**src/verilog/aosr_consts.vh**
```
// Register map constants and behaviour list for the output/status bank
// Behaviour
// - Axis high bytes carry sample bits 11..4, bit 7 most significant.
// - Axis low bytes carry sample bits 3..0 in bits 7..4; low nibble reads zero.
// - Self-test response reads 0x55 while the trigger bit is clear.
// - Setting the self-test trigger loads the response register with 0xAA.
// - Reading the response while it holds 0xAA restores it to 0x55.
// - Reading the response register also clears the self-test trigger bit.
// - Supplier identity is a fixed read-only byte, same on every read.
// - Orientation registers update at their rate, frozen during a host read.
// - Orientation bits are one-hot: X-,X+,Y-,Y+,Z-,Z+ in bits 5..0; 7..6 zero.
// - After reset both orientation registers hold X-negative, bit 5 only.
// - Tap source flags tap axis and direction in the same one-hot layout.
// - Source registers update on events and hold until release is read.
// - Motion flag may follow the motion condition unlatched when selected.
// - Function source: ready bit 4, tap type 3..2, motion 1, orientation 0.
// - Reading the release register clears the whole function source register; in unlatched mode the motion bit keeps following the live condition.
// - Ready flag sets on new sample, clears on data read or release read.
// - Tap type encodes 00 none, 01 single, 10 double; 11 never produced.
// - Orientation-change flag is one when orientation changed since release.
// - Summary interrupt bit is OR of enabled functions, cleared on release.
// - Release read clears both sources, summary bit and interrupt output; the unlatched motion bit is not cleared.
// - Acceleration values are two's complement, 12-bit or 8-bit range.
// - Acceleration outputs refresh per sample, never during a host read.
`ifndef AOSR_CONSTS_VH
`define AOSR_CONSTS_VH
`define AOSR_ADDR_XL      8'h06
`define AOSR_ADDR_XH      8'h07
`define AOSR_ADDR_YL      8'h08
`define AOSR_ADDR_YH      8'h09
`define AOSR_ADDR_ZL      8'h0a
`define AOSR_ADDR_ZH      8'h0b
`define AOSR_ADDR_STRESP  8'h0c
`define AOSR_ADDR_IDENT   8'h0f
`define AOSR_ADDR_ORCUR   8'h10
`define AOSR_ADDR_ORPRE   8'h11
`define AOSR_ADDR_TAPSRC  8'h15
`define AOSR_ADDR_FUNSRC  8'h16
`define AOSR_ADDR_SUMMARY 8'h18
`define AOSR_ADDR_RELEASE 8'h1a
`define AOSR_ST_IDLE      8'h55
`define AOSR_ST_ACTIVE    8'haa
`define AOSR_ORIENT_RST   6'h20
`define AOSR_IDENT_DEF    8'h5a
`define AOSR_SUM_INT_BIT  4
`define AOSR_FUN_RDY_BIT  4
`define AOSR_TAP_NONE     2'h0
`define AOSR_TAP_SINGLE   2'h1
`define AOSR_TAP_DOUBLE   2'h2
`endif

```
**src/verilog/aosr_axis.v**
```verilog
// One axis sample holder with coherent high/low bytes
`timescale 1ns/100ps
module aosr_axis (
    input  wire        clk,
    input  wire        nrst,
    input  wire        load,
    input  wire [11:0] sample,
    output wire [7:0]  high_byte,
    output wire [7:0]  low_byte
);
    reg [11:0] val_q;
    // Loads are gated by the caller so both bytes share one sample
    always @(posedge clk) begin
        if (!nrst) begin
            val_q <= 12'h000;
        end else if (load) begin
            val_q <= sample;
        end
    end
    assign high_byte = val_q[11:4];
    assign low_byte  = {val_q[3:0], 4'h0};
endmodule // aosr_axis

```
**src/verilog/aosr_regs.v**
```verilog
// Acceleration output, orientation and interrupt source register bank
`timescale 1ns/100ps
`include "aosr_consts.vh"
module aosr_regs #(
    parameter [7:0] IDENT_VALUE = `AOSR_IDENT_DEF
) (
    input  wire        clk,
    input  wire        nrst,
    input  wire        rd_strobe,
    input  wire [7:0]  rd_addr,
    input  wire        rd_busy,
    output reg  [7:0]  rd_data,
    input  wire        res_12bit,
    input  wire        sample_valid,
    input  wire [11:0] sample_x,
    input  wire [11:0] sample_y,
    input  wire [11:0] sample_z,
    input  wire        orient_valid,
    input  wire [5:0]  orient_new,
    input  wire        tap_event,
    input  wire        tap_double,
    input  wire [5:0]  tap_dir,
    input  wire        motion_pin,
    input  wire        motion_unlatched,
    input  wire        new_sample_flag_int_en,
    input  wire        tap_int_en,
    input  wire        motion_int_en,
    input  wire        orient_int_en,
    input  wire        selftest_set,
    output reg         selftest_trigger,
    output reg         int_out
);
    reg  [11:0] pend_x_q;
    reg  [11:0] pend_y_q;
    reg  [11:0] pend_z_q;
    reg         pend_q;
    reg  [5:0]  or_cur_q;
    reg  [5:0]  or_pre_q;
    reg  [5:0]  or_pend_q;
    reg         or_pend_v_q;
    reg  [7:0]  st_resp_q;
    reg  [5:0]  tap_dir_q;
    reg  [1:0]  tap_type_q;
    reg         motion_q;
    reg         orchg_q;
    reg         new_sample_flag_q;
    reg         sum_q;
    wire        motion_sync;
    wire [7:0]  xh;
    wire [7:0]  xl;
    wire [7:0]  yh;
    wire [7:0]  yl;
    wire [7:0]  zh;
    wire [7:0]  zl;
    wire        acc_rd;
    wire        rel_rd;
    wire        st_rd;
    wire        acc_load;
    wire        or_load;
    wire        motion_bit;
    wire [11:0] in_x;
    wire [11:0] in_y;
    wire [11:0] in_z;
    wire [7:0]  fun_src;
    wire        any_int;

    // Motion condition arrives from the analog front end
    aosr_sync #(.W(1)) u_msync (
        .clk  (clk),
        .nrst (nrst),
        .din  (motion_pin),
        .dout (motion_sync)
    );

    // 8-bit mode keeps only the top byte; low nibble forced zero
    assign in_x = res_12bit ? sample_x : {sample_x[11:4], 4'h0};
    assign in_y = res_12bit ? sample_y : {sample_y[11:4], 4'h0};
    assign in_z = res_12bit ? sample_z : {sample_z[11:4], 4'h0};

    // Holding off while the host reads keeps both bytes from one sample
    assign acc_load = pend_q && !rd_busy;
    assign or_load  = or_pend_v_q && !rd_busy;

    aosr_axis u_ax (
        .clk       (clk),
        .nrst      (nrst),
        .load      (acc_load),
        .sample    (pend_x_q),
        .high_byte (xh),
        .low_byte  (xl)
    );
    aosr_axis u_ay (
        .clk       (clk),
        .nrst      (nrst),
        .load      (acc_load),
        .sample    (pend_y_q),
        .high_byte (yh),
        .low_byte  (yl)
    );
    aosr_axis u_az (
        .clk       (clk),
        .nrst      (nrst),
        .load      (acc_load),
        .sample    (pend_z_q),
        .high_byte (zh),
        .low_byte  (zl)
    );

    assign acc_rd = rd_strobe && (rd_addr >= `AOSR_ADDR_XL) &&
                    (rd_addr <= `AOSR_ADDR_ZH);
    assign rel_rd = rd_strobe && (rd_addr == `AOSR_ADDR_RELEASE);
    assign st_rd  = rd_strobe && (rd_addr == `AOSR_ADDR_STRESP);

    // Unlatched mode shows the live condition instead of the latch
    assign motion_bit = motion_unlatched ? motion_sync : motion_q;
    assign fun_src = {3'b000, new_sample_flag_q, tap_type_q, motion_bit, orchg_q};
    assign any_int = (new_sample_flag_q && new_sample_flag_int_en) ||
                     ((tap_type_q != `AOSR_TAP_NONE) && tap_int_en) ||
                     (motion_bit && motion_int_en) ||
                     (orchg_q && orient_int_en);

    // Sample staging: newest sample waits until the bus goes quiet
    always @(posedge clk) begin
        if (!nrst) begin
            pend_x_q <= 12'h000;
            pend_y_q <= 12'h000;
            pend_z_q <= 12'h000;
            pend_q   <= 1'b0;
        end else begin
            if (sample_valid) begin
                pend_x_q <= in_x;
                pend_y_q <= in_y;
                pend_z_q <= in_z;
                pend_q   <= 1'b1;
            end else if (acc_load) begin
                pend_q   <= 1'b0;
            end
        end
    end

    // Orientation staging and update
    always @(posedge clk) begin
        if (!nrst) begin
            or_cur_q    <= `AOSR_ORIENT_RST;
            or_pre_q    <= `AOSR_ORIENT_RST;
            or_pend_q   <= `AOSR_ORIENT_RST;
            or_pend_v_q <= 1'b0;
        end else begin
            if (orient_valid) begin
                or_pend_q   <= orient_new;
                or_pend_v_q <= 1'b1;
            end else if (or_load) begin
                or_pend_v_q <= 1'b0;
            end
            if (or_load && (or_pend_q != or_cur_q)) begin
                or_pre_q <= or_cur_q;
                or_cur_q <= or_pend_q;
            end
        end
    end

    // Self-test response; a new trigger set wins over a read clear
    always @(posedge clk) begin
        if (!nrst) begin
            st_resp_q        <= `AOSR_ST_IDLE;
            selftest_trigger <= 1'b0;
        end else if (selftest_set) begin
            st_resp_q        <= `AOSR_ST_ACTIVE;
            selftest_trigger <= 1'b1;
        end else if (st_rd) begin
            st_resp_q        <= `AOSR_ST_IDLE;
            selftest_trigger <= 1'b0;
        end
    end

    // Latched sources: events set, release clears; set wins the same cycle
    always @(posedge clk) begin
        if (!nrst) begin
            tap_dir_q  <= 6'h00;
            tap_type_q <= `AOSR_TAP_NONE;
            motion_q   <= 1'b0;
            orchg_q    <= 1'b0;
            new_sample_flag_q     <= 1'b0;
            sum_q      <= 1'b0;
            int_out    <= 1'b0;
        end else begin
            if (tap_event) begin
                tap_dir_q  <= tap_dir;
                tap_type_q <= tap_double ? `AOSR_TAP_DOUBLE
                                         : `AOSR_TAP_SINGLE;
            end else if (rel_rd) begin
                tap_dir_q  <= 6'h00;
                tap_type_q <= `AOSR_TAP_NONE;
            end
            if (motion_sync) begin
                motion_q <= 1'b1;
            end else if (rel_rd) begin
                motion_q <= 1'b0;
            end
            if (or_load && (or_pend_q != or_cur_q)) begin
                orchg_q <= 1'b1;
            end else if (rel_rd) begin
                orchg_q <= 1'b0;
            end
            if (acc_load) begin
                new_sample_flag_q <= 1'b1;
            end else if (acc_rd || rel_rd) begin
                new_sample_flag_q <= 1'b0;
            end
            if (rel_rd) begin
                sum_q   <= 1'b0;
                int_out <= 1'b0;
            end else begin
                sum_q   <= any_int;
                int_out <= any_int;
            end
        end
    end

    // Read mux; unmapped addresses return zero
    always @(posedge clk) begin
        if (!nrst) begin
            rd_data <= 8'h00;
        end else if (rd_strobe) begin
            case (rd_addr)
                `AOSR_ADDR_XL:      rd_data <= xl;
                `AOSR_ADDR_XH:      rd_data <= xh;
                `AOSR_ADDR_YL:      rd_data <= yl;
                `AOSR_ADDR_YH:      rd_data <= yh;
                `AOSR_ADDR_ZL:      rd_data <= zl;
                `AOSR_ADDR_ZH:      rd_data <= zh;
                `AOSR_ADDR_STRESP:  rd_data <= st_resp_q;
                `AOSR_ADDR_IDENT:   rd_data <= IDENT_VALUE;
                `AOSR_ADDR_ORCUR:   rd_data <= {2'b00, or_cur_q};
                `AOSR_ADDR_ORPRE:   rd_data <= {2'b00, or_pre_q};
                `AOSR_ADDR_TAPSRC:  rd_data <= {2'b00, tap_dir_q};
                `AOSR_ADDR_FUNSRC:  rd_data <= fun_src;
                `AOSR_ADDR_SUMMARY: rd_data <= {3'b000, sum_q, 4'h0};
                default:            rd_data <= 8'h00;
            endcase
        end
    end
endmodule // aosr_regs

```
**src/verilog/aosr_sync.v**
```verilog
// Three-stage pin synchroniser with agreement filter
`timescale 1ns/100ps
module aosr_sync #(
    parameter W = 1
) (
    input  wire         clk,
    input  wire         nrst,
    input  wire [W-1:0] din,
    output reg  [W-1:0] dout
);
    reg [W-1:0] s1_q;
    reg [W-1:0] s2_q;
    reg [W-1:0] s3_q;
    wire [W-1:0] dout_d;
    genvar i;
    always @(posedge clk) begin
        if (!nrst) begin
            s1_q <= {W{1'b0}};
            s2_q <= {W{1'b0}};
            s3_q <= {W{1'b0}};
        end else begin
            s1_q <= din;
            s2_q <= s1_q;
            s3_q <= s2_q;
        end
    end
    // A change counts only once stages two and three agree
    generate
        for (i = 0; i < W; i = i + 1) begin : g_bit
            assign dout_d[i] = (s2_q[i] == s3_q[i]) ? s3_q[i] : dout[i];
        end
    endgenerate
    // One process owns the whole output so no bit has two drivers
    always @(posedge clk) begin
        if (!nrst) begin
            dout <= {W{1'b0}};
        end else begin
            dout <= dout_d;
        end
    end
endmodule // aosr_sync
```
**config.mk**
```make
export PLATFORM = sky130hd
export DESIGN_NAME = aosr_regs
export DESIGN_NICKNAME = d
export VERILOG_FILES = /design/src/verilog/aosr_axis.v /design/src/verilog/aosr_regs.v /design/src/verilog/aosr_sync.v
export VERILOG_INCLUDE_DIRS = /design/src /design/src/verilog
export SDC_FILE = /design/constraint.sdc
export NUM_CORES = 1
export LEC_CHECK = 0
export BUFFER_PORTS_ARGS = -buffer_cell sky130_fd_sc_hd__buf_4
export CAP_MARGIN = 20
export CORE_MARGIN = 2
export CORE_UTILIZATION = 45
export DETAILED_ROUTE_END_ITERATION = 12
export HOLD_SLACK_MARGIN = 0.02
export PLACE_DENSITY = 0.72
export SLEW_MARGIN = 30
export SYNTH_ARGS = -nofsm -noshare
export SYNTH_HDL_FRONTEND = slang
export SYNTH_HIERARCHICAL = 1
export SYNTH_SLANG_ARGS = --single-unit
```
**constraint.sdc**
```tcl
create_clock -name clk -period 1.65 [get_ports clk]
set_input_delay 0.33 -clock clk [delete_from_list [all_inputs] [get_ports clk]]
set_output_delay 0.33 -clock clk [all_outputs]
set_load 0.02 [all_outputs]
```
==> results of run 1 <==
-- final cells by class --
type                    instances  area [um^2]  share of cell area
multi-input cells             395         3020               0.419
flip-flops and latches        118         2370               0.329
repair buffers                135         1060               0.147
clock buffers                  18          439              0.0609
well taps                     147          184              0.0255
clock inverters                14          129              0.0179
inverters                       1         3.75            0.000521
-- state kept, by name (all words and copies together), names as in the netlist, 8 cells and up --
register	count
pend_x_q	12
pend_y_q	12
pend_z_q	12
u_ax/val_q	12
u_ay/val_q	12
u_az/val_q	12
rd_data	8
-- worst paths after layout --
| check | to | slack [ns] | cells past startpoint |
|---|---|---|---|
| hold / removal | u_msync/s1_q$_SDFF_PN0_ | 0.12 | 2 |
| hold reg to reg | u_msync/s2_q$_SDFF_PN0_ | 0.45 | 1 |
| setup / recovery | or_cur_q[1]$_SDFFE_PN0P_ | 0.04 | 6 |
| setup reg to reg | or_cur_q[1]$_SDFFE_PN0P_ | 0.04 | 6 |
-- layer usage --
metal	track usage	vias to the layer above
met5	0	-
met4	0.0964	0
met3	0.0622	27
met2	0.354	102
met1	0.283	2058
li1	-	2152
-- power groups by stage --
stage | combinational, W | sequential [W] | clock [W]
detailed placement | 0.000736 | 0.00307 | 0
global placement | 0.000722 | 0.00307 | 0
CTS | 0.000740 | 0.00301 | 0.00354
finish | 0.000749 | 0.00301 | 0.00348
floorplan | 0.000433 | 0.00305 | 0
global route | 0.000814 | 0.00302 | 0.00368
-- worst max-delay path, stage by stage (launching register included) --
cell	delay, ns
dfxtp_2	0.35
xor2_2	0.19
nor4_4	0.08
a311oi_4	0.39
buf_4	0.23
mux2i_1	0.19
nor2b_1	0.06
-- kinds of logic (layout without fill, tap and decap cells) --
kind of cell              Yosys count  in the layout  synth area share
xor gates and xnor gates            6              6           0.00946
DFF                               118            118             0.425
buffers and inverters              50            168            0.0520
other                               3             12           0.00203
and+or+nand+nor                   195            195             0.218
AOI/OAI and AO/OA                  83             83             0.107
muxes                              99             99             0.186
-- cell usage after synthesis, types with 3 or more instances --
cell type and count:
a21oi_1 25, a22o_1 4, a22oi_1 10, a31oi_1 3, and2_1 5, and3_1 3, buf_2 11, buf_4 13
buf_6 5, clkbuf_1 17, conb_1 3, dfxtp_1 118, mux2_2 5, mux2i_1 91, mux4_2 3, nand2_1 13
nand2b_1 5, nand3_1 6, nand3b_1 3, nor2_1 7, nor2b_1 125, nor3_1 9, nor4_1 4, o21ai_0 8
o221a_2 3, o2bb2ai_1 3, xor2_1 4
-- metrics by stage --
step | instance area [um^2] | power [W] | util | TNS, ns
2_1_floorplan | 5610 | 0.00349 | - | 0
3_3_place_gp | 6570 | 0.00379 | 0.547 | -1.44
4_1_cts | 7140 | 0.00730 | 0.594 | 0
5_1_grt | 7210 | 0.00752 | 0.600 | -0.0988
6_report | 7210 | 0.00725 | 0.600 | 0
3_5_place_dp | 6570 | 0.00381 | 0.547 | -1.82
-- repair_timing --
action | CTS | global route
gates cloned | 0 | 1
gates resized for setup | 1 | 19
pin swaps | 1 | 6
setup endpoints to repair | 8 | 14
==> impl_results.md, run 1 <==
* Outcome: complete, no violations
* Final WL at 14.1 mm
* Final HPWL DP at between 10 and 15 mm
* Switching part of the total at 0.246
* Peak VDD IR at 0.823 mV
* Min Hold Slack at between 0.1 and 0.15 ns
* All-Layer GR Usage at 0.222
* Top FF cell, synth: dfxtp_1
* Fmax at a little over 600 MHz
* Worst setup SP type: flop
* H-tree Lvls at 4
* Post-synthesis instance total at roughly 550
* Max-cap violations at 0
* Synth area leader: dfxtp_1
* Area grow syn2layout at 29.7%
* Post-synth EDFFs at 0
* Clock Skew at around 0.0061 ns
* Worst skew pair latency at 0.42 ns
* CTS tree: built
* Worst EP arrival at roughly 1.9 ns
* Setup Slack @ Placement at -0.224 ns
* P per Cell Area at 1010 nW/um^2
* Type of the most critical hold path: input port to flop
* Slew Viols, Final at 0
* Yosys warning count at 6
* Relative slew slack at 0.641
* Post-route non-filler standard cell count at between 800 and 900
* Worst setup margin at between 0.03 and 0.04 ns
* Layout cells sized above 1 at 0.301
* Die area at 13300 um^2
* Initial antenna violation count at 0
* Total CTS buffers at 17
* Final hold viol count at 0
* Worst-path maximum fanout at 4
* Unrepaired setup endpoints after global routing: true
* Worst Tran Pin Value at roughly 0.54 ns
* Number of synthesized register bits at 118
* Critical Path Source: or_pend_q[3]$_SDFFE_PN0P_
* Die width at ~120 um
* Vias in the first global route at 4368
* GRT overflow at 0
* Port Buffers at a little over 80
* # IOs at 82
* Die Y-Extent at 115 um
* Mean Syn Cell Area at ~10 um^2
* Largest net degree at the start of global routing at 54
* Most common cell after layout, fill and taps aside: buf_4
* # setup viols final at 0
* Net Switching at between 0.0015 and 0.002 W
* Ys async rst share at 0
* Fin nets at 740
* Worst Setup End Kind: flop
* CP Class: flop to flop
* DRT Pass-1 Iters at 4
* Antenna Cells at 0
* WL/cell at around 17 um
* TritonCTS Sinks at 118
* Count of filler cells inserted in the layout at approximately 1000
* Clock Power Share at 0.481
* Largest cells by area after synthesis: dfxtp_1 (43%), mux2i_1 (16%), nor2b_1 (14%)
* Core area at 12000 um^2
* Post-CTS Hold Fix Bufs at 0
* Placement Rows at 40
* Clock root buffer: clkbuf_16
* Reg-to-reg critical path startpoint: or_pend_q[3]$_SDFFE_PN0P_
* Fin crit share at 0.976
* Antenna viol nets, final at 0
* Hold_sp: motion_pin
* Mapped Area at 5560 um^2
* Wire length on met1 at 6.31 mm
* Comb power frac at 0.103
* Met3 Routed Length at 599 um
* Synth cell types at between 60 and 70
* GPL Wtd Cong at 0.883
* Share of the synthesized area in the top cell type at 0.425
* Vias at 4339
* Top sig layer: met4
* Initial DRC count at between 200 and 300
* Data required, critical path at slightly below 2 ns
* Global-route wire length before repair at approximately 22 mm
* Sequential fraction of design power at 0.416
* Clock Pin Slew Worst Setup and Hold Paths at about 0.05 ns
* Vias/cell at about 5.2
* Commonest cells after routing, fill and taps aside: buf_4 (130), nor2b_1 (124), dfxtp_1 (110)
* DR WL met2 at about 6.8 mm
* Min Tclk post-route at between 1.5 and 2 ns
* Post-CTS Setup Bufs at 0
* # DRC at 0
* CTS Buffer Depth at 2
* Placed Instances at between 700 and 800
* Register area share after synthesis at 0.425
* Leakage at approximately 3 nW
* Initial Utilization at 0.463
* Total internal power at approximately 0.0055 W
(Power assumes the default switching activity.)
==> inputs of run 2 (changes only) <==
PLACE_DENSITY = 0.68   (was 0.72)
==> run 2 against run 1 <==
- clock skew fell by 0.0017 ns
- non-clock buffer count fell by 4
- sequential cell count did not move
- register-to-register slack barely moved
- core utilization rose by 0.39 points
- clock power rose by 12%
- combinational power rose by 0.5%
- maximum frequency fell by 0.25%
- first-iteration DRC count fell by 21%
- count of clock-buffer cells in the layout rose by 5
- die area did not move
- wire length rose by 0.87%
==> impl_results.md, run 2 (synthesis results as in run 1) <==
* Outcome: complete, no violations
* Vias/cell at 5.16 (-1.5%)
* TritonCTS Sinks at 118 (unchanged)
* Clock root buffer: clkbuf_16
* Final WL at 14.2 mm (+0.87%)
* Final HPWL DP at 10.3 mm (+1.3%)
* CP Cell Sequence: xor2_2 -> nor4_4 -> a311oi_4 -> buf_6 -> mux2i_1 -> nor2b_1
* Die Y-Extent at 115 um (unchanged)
* Setup Slack @ Placement at -0.189 ns (+0.0351 ns)
* Global-route wire length before repair at 22.6 mm (+0.65%)
* Peak VDD IR at 0.719 mV (-13%)
* Cells on worst reg2reg path at 6 (unchanged)
* Worst Tran Pin Value at 0.518 ns (-0.0212 ns)
* CP Capture Point: or_pre_q[3]$_SDFFE_PN0P_
* Unrepaired setup endpoints after global routing: true
* # setup viols final at 0 (unchanged)
* GPL Wtd Cong at 0.972 (+10%)
* H-tree Lvls at 4 (unchanged)
* Vias in the first global route at 4359 (-0.21%)
* Clock Pin Slew Worst Setup and Hold Paths at 0.05 ns (about the same)
* Worst Setup End Kind: flop
* Total CTS buffers at 17 (unchanged)
* Worst setup margin at 0.0357 ns (-0.00397 ns)
* Largest net degree at the start of global routing at 67 (+24%)
* Slew Viols, Final at 0 (unchanged)
* Fin nets at 736 (-0.54%)
* Critical Path Source: or_pend_q[0]$_SDFFE_PN0P_
* All-Layer GR Usage at 0.226 (+0.00380)
* Area grow syn2layout at 30.5%
* CP Class: flop to flop
* Initial antenna violation count at 0 (unchanged)
* Fmax at 619 MHz (-0.25%)
* Data required, critical path at 1.96 ns (about the same)
* Port Buffers at 81 (unchanged)
* Crit path largest cell delay at 0.42 ns (+0.03 ns)
* CTS tree: built
* Critical-path cell with the highest stage delay: a311oi_4
* Leakage at 2.96 nW (+1.5%)
* DR WL met2 at 6.87 mm (+0.95%)
* Relative slew slack at 0.655 (+0.0141)
* Clock Skew at 0.00443 ns (-0.00172 ns)
* Worst EP arrival at 1.92 ns (about the same)
* # DRC at 0 (unchanged)
* Max-cap violations at 0 (unchanged)
* WL/cell at 17.2 um (+1.4%)
* Placement Rows at 40 (unchanged)
* Post-CTS Hold Fix Bufs at 0 (unchanged)
* CTS Buffer Depth at 2 (unchanged)
* Tot Pwr at 0.00766 W (+5.7%)
* Final hold viol count at 0 (unchanged)
* Flop-to-flop setup slack at 0.04 ns (about the same)
* Antenna viol nets, final at 0 (unchanged)
* # IOs at 82 (unchanged)
* Reg-to-reg critical path startpoint: or_pend_q[0]$_SDFFE_PN0P_
* Met3 Routed Length at 518 um (-14%)
* Fin crit share at 0.978 (+0.00240)
* Antenna Cells at 0 (unchanged)
* Worst skew pair latency at 0.42 ns (about the same)
* Top sig layer: met4
* Core area at 12000 um^2 (unchanged)
* RR Endpoint: or_pre_q[3]$_SDFFE_PN0P_
* Wire length on met1 at 6.40 mm (+1.3%)
* Min Tclk post-route at 1.61 ns (+0.00397 ns)
* Vias at 4254 (-2.0%)
* Post-CTS Setup Bufs at 0 (unchanged)
* Die area at 13300 um^2 (unchanged)
* Layout cells sized above 1 at 0.292 (-0.00856)
* Worst-path maximum fanout at 5 (+1)
* Most common cell after layout, fill and taps aside: buf_4
* DRT Pass-1 Iters at 4 (unchanged)
* GRT overflow at 0 (unchanged)
* P per Cell Area at 1060 nW/um^2 (+5.0%)
* Commonest cells after routing, fill and taps aside: buf_4 (125), nor2b_1 (124), dfxtp_1 (110)
* Worst setup SP type: flop
* Type of the most critical hold path: input port to flop
* Initial DRC count at 224 (-21%)
* Die width at 115 um (unchanged)
* Initial Utilization at 0.463 (unchanged)
[run 2: cell types whose count changed in the layout (fill, tap and decap cells not counted), sizes merged]
cell / previous run / this run
clkinv: 3 / 4
inv: 2 / 1
clkbuf: 18 / 23
clkinvlp: 9 / 1
bufinv: 1 / 4
buf: 135 / 131
[run 2: what timing repair did]
action                                  in CTS  in global routing
pin swaps                                    6                  5
cloned                                       1                  0
endpoints found under the setup margin       9                 13
resized for setup                           14                  5
[run 2: power by group]
group	total [W]	internal, W	switching (W)
Clock	0.00389	0.00263	0.00125
Combinational	0.000753	0.000405	0.000349
Sequential	0.00302	0.00295	0.0000641
Total	0.00766	0.00599	0.00167
[run 2: worst min path at each step]
| stage | from | end | slack (ns) | cells past startpoint |
|---|---|---|---|---|
| 2_1_floorplan | u_msync/s1_q$_SDFF_PN0_ | u_msync/s2_q$_SDFF_PN0_ | 0.41 | 1 |
| 3_3_place_gp | u_msync/s1_q$_SDFF_PN0_ | u_msync/s2_q$_SDFF_PN0_ | 0.43 | 1 |
| 3_5_place_dp | u_msync/s1_q$_SDFF_PN0_ | u_msync/s2_q$_SDFF_PN0_ | 0.44 | 1 |
| 4_1_cts | selftest_set | st_resp_q[6]$_SDFFE_PN1P_ | 0.10 | 2 |
| 5_1_grt | selftest_set | st_resp_q[6]$_SDFFE_PN1P_ | 0.11 | 2 |
| 6_report | selftest_set | st_resp_q[6]$_SDFFE_PN1P_ | 0.12 | 2 |
[run 2: layout make-up]
type / instances / area [um^2]
multi-input combinational: 395 / 3030
tap: 147 / 184
inverter: 1 / 3.75
clock buffer: 23 / 478
timing repair buffer: 131 / 1040
sequential: 118 / 2370
fill: 1047 / 4760
clock inverter: 9 / 148
[run 2: metrics by stage]
stage	hold slack [ns]	TNS, ns	instance area [um^2]	cells	util
2_1_floorplan	0.406	0	5610	563	-
3_3_place_gp	0.434	-1.55	6550	792	0.545
3_5_place_dp	0.442	-1.65	6550	792	0.545
4_1_cts	0.101	0	7220	824	0.601
5_1_grt	0.106	-0.448	7250	824	0.604
6_report	0.117	0	7250	824	0.604
[run 2: worst max-delay path, delay by kind of cell (launching register included)]
| kind | cells | cell delay, ns |
|---|---|---|
| compound gates | 1 | 0.42 |
| flops | 1 | 0.35 |
| xor+xnor | 1 | 0.20 |
| buf+inv | 1 | 0.20 |
| mux | 1 | 0.20 |
| simple gates | 2 | 0.14 |
[run 2: per-layer routing]
| metal | up-vias | global-route usage |
|---|---|---|
| met5 | - | 0 |
| met4 | 0 | 0.105 |
| met3 | 22 | 0.0501 |
| met2 | 94 | 0.370 |
| met1 | 1994 | 0.285 |
| li1 | 2144 | - |
==> inputs of run 3 (changes only) <==
PLACE_DENSITY = 0.65   (was 0.68)
clock period = 1.82 ns   (was 1.65 ns; I/O delays follow)
==> run 3 against run 2 <==
- cell count shrank 0.97%
- clock skew grew 0.0032 ns
- maximum frequency shrank 4.1%
- sequential share of layout area grew 0.74 points
- hold slack gained 0.040 ns
- critical path depth is the same
- critical path type unchanged
- first-iteration DRC count grew 6.7%
- die area is the same
- via count shrank 0.80%
- core utilization shrank 1.6 points
- largest cell class unchanged
- global-route usage shrank 1.1 points
==> impl_results.md, run 3 (synthesis results as in run 1) <==
* Relative slew slack at 0.511 (-0.143)
* Placement Rows at 40 (unchanged)
* Final TNS setup at 0 ns (unchanged)
* Worst Setup End Kind: flop
* Worst EP arrival at 1.98 ns (+0.06 ns)
* Die Y-Extent at 115 um (unchanged)
* Area grow syn2layout at 27.1%
* Area occupied by registers at 2360 um^2 (-0.42%)
* GPL Wtd Cong at 0.920 (-5.4%)
* DR WL met2 at 6.59 mm (-4.1%)
* RR Endpoint: or_pre_q[5]$_SDFFE_PN1P_
* TritonCTS Sinks at 118 (unchanged)
* Clock Skew at 0.00766 ns (+0.00323 ns)
* Wire length on met1 at 6.15 mm (-3.8%)
* Die width at 115 um (unchanged)
* Largest net degree at the start of global routing at 52 (-22%)
* Slew Viols, Final at 0 (unchanged)
* Leakage at 2.89 nW (-2.4%)
* P per Cell Area at 956 nW/um^2 (-9.4%)
* Die area at 13300 um^2 (unchanged)
* Commonest cells after routing, fill and taps aside: nor2b_1 (124), buf_4 (120), dfxtp_1 (118)
* Antenna viol nets, final at 0 (unchanged)
* Count of filler cells inserted in the layout at 1084 (+3.5%)
* Fmax at 594 MHz (-4.1%)
* Initial antenna violation count at 0 (unchanged)
* Port Buffers at 81 (unchanged)
* CP Class: flop to flop
* Vias in the first global route at 4118 (-5.5%)
* Flop-to-flop setup slack at 0.14 ns (+0.10 ns)
* Final HPWL DP at 9.91 mm (-3.9%)
* Total CTS buffers at 17 (unchanged)
* Worst skew pair latency at 0.42 ns (about the same)
* CTS tree: built
* Critical Path Source: or_cur_q[2]$_SDFFE_PN0P_
* CP Cell Sequence: xor2_1 -> nor4_1 -> a311oi_2 -> buf_4 -> mux2i_1 -> nand2_1
* Fin crit share at 0.925 (-0.0537)
* WL/cell at 16.7 um (-2.8%)
* Final hold viol count at 0 (unchanged)
* Outcome: complete, no violations
* Initial Utilization at 0.463 (unchanged)
* Max-cap violations at 0 (unchanged)
* Clock Pin Slew Worst Setup and Hold Paths at 0.05 ns (about the same)
* Util after Layout at 0.588 (-0.0159)
* Met3 Routed Length at 660 um (+27%)
* Unrepaired setup endpoints after global routing: false
* Data required, critical path at 2.11 ns (+0.15 ns)
* Vias at 4220 (-0.80%)
* Fin nets at 728 (-1.1%)
* Vias/cell at 5.17 (+0.17%)
* Min Tclk post-route at 1.68 ns (+0.0685 ns)
* DRT Pass-1 Iters at 4 (unchanged)
* Top sig layer: met4
* All-Layer GR Usage at 0.215 (-0.0113)
* CTS Buffer Depth at 2 (unchanged)
* H-tree Lvls at 4 (unchanged)
* Global-route wire length before repair at 21.4 mm (-5.4%)
* Worst Tran Pin Value at 0.723 ns (+0.205 ns)
* # IOs at 82 (unchanged)
* # setup viols final at 0 (unchanged)
* Worst setup SP type: flop
* Post-route non-filler standard cell count at 816 (-0.97%)
* Core area at 12000 um^2 (unchanged)
* Antenna Cells at 0 (unchanged)
* Layout cells sized above 1 at 0.259 (-0.0339)
* Critical-path cell with the highest stage delay: nor4_1
* Initial DRC count at 239 (+6.7%)
* Post-CTS Hold Fix Bufs at 0 (unchanged)
* Peak VDD IR at 0.849 mV (+18%)
* Type of the most critical hold path: input port to flop
* # DRC at 0 (unchanged)
* Worst-path maximum fanout at 13 (+8)
* GRT overflow at 0 (unchanged)
* Most common cell after layout, fill and taps aside: nor2b_1
* Cells on worst reg2reg path at 6 (unchanged)
* Reg-to-reg critical path startpoint: or_cur_q[2]$_SDFFE_PN0P_
* Final WL at 13.6 mm (-3.8%)
* Min Hold Slack at 0.158 ns (+0.0402 ns)
* Multi-input logic area at 2950 um^2 (-2.6%)
* CP Capture Point: or_pre_q[5]$_SDFFE_PN1P_
* Placed Instances at 784 (-1.0%)
* Clock root buffer: clkbuf_16
* Crit path largest cell delay at 0.43 ns (about the same)
[run 3: cell count changes in the layout (fill, tap and decap cells not counted), moves of 2 or more]
cell	previous run	this run
buf_6	2	0
xor2_2	4	0
buf_4	125	120
dfxtp_1	110	118
xor2_1	0	4
dfxtp_2	8	0
nor4_1	2	4
[run 3: worst min-delay path by stage]
stage	from	endpoint	slack, ns	cells after the start
finish	motion_pin	u_msync/s1_q$_SDFF_PN0_	0.16	2
global route	motion_pin	u_msync/s1_q$_SDFF_PN0_	0.14	2
CTS	motion_pin	u_msync/s1_q$_SDFF_PN0_	0.14	2
detailed placement	u_msync/s1_q$_SDFF_PN0_	u_msync/s2_q$_SDFF_PN0_	0.44	1
global placement	u_msync/s1_q$_SDFF_PN0_	u_msync/s2_q$_SDFF_PN0_	0.43	1
floorplan	u_msync/s1_q$_SDFF_PN0_	u_msync/s2_q$_SDFF_PN0_	0.41	1
[run 3: where the power goes]
part / switching [W] / leakage (nW) / internal, W
logic: 0.000292 / 1.63 / 0.000339
clock network: 0.00113 / 0.294 / 0.00225
registers: 0.0000597 / 0.963 / 0.00268
[run 3: area by class of cell]
class | count | share of cell area
Sequential cell | 118 | 0.334
Clock inverter | 8 | 0.0172
Inverter | 1 | 0.000531
Multi-Input combinational cell | 395 | 0.418
Tap cell | 147 | 0.0260
Clock buffer | 24 | 0.0682
Timing Repair Buffer | 123 | 0.136
[run 3: critical path: cells and delay by family, from the launching register on]
kind,cells,cell delay (ns)
simple gates,2,0.49
flops,1,0.42
buf+inv,1,0.23
mux,1,0.17
compound gates,1,0.15
xor+xnor,1,0.09
[run 3: per-layer routing]
| metal | vias up | track usage |
|---|---|---|
| met3 | 16 | 0.0617 |
| met2 | 97 | 0.354 |
| li1 | 2134 | - |
| met1 | 1973 | 0.268 |
| met5 | - | 0 |
| met4 | 0 | 0.0811 |
[run 3: what timing repair did]
action                     in CTS  in global routing
setup buffers                   0                  0
gates resized for setup         0                  1
setup endpoints to repair       0                  1
[run 3: stage by stage]
step | worst slack (ns) | cell area, um^2 | power (W)
finish | 0.137 | 7060 | 0.00675
global route | 0.00346 | 7060 | 0.00702
CTS | 0.135 | 7060 | 0.00683
detailed placement | -0.148 | 6460 | 0.00342
global placement | -0.167 | 6460 | 0.00341
floorplan | 0.103 | 5590 | 0.00316
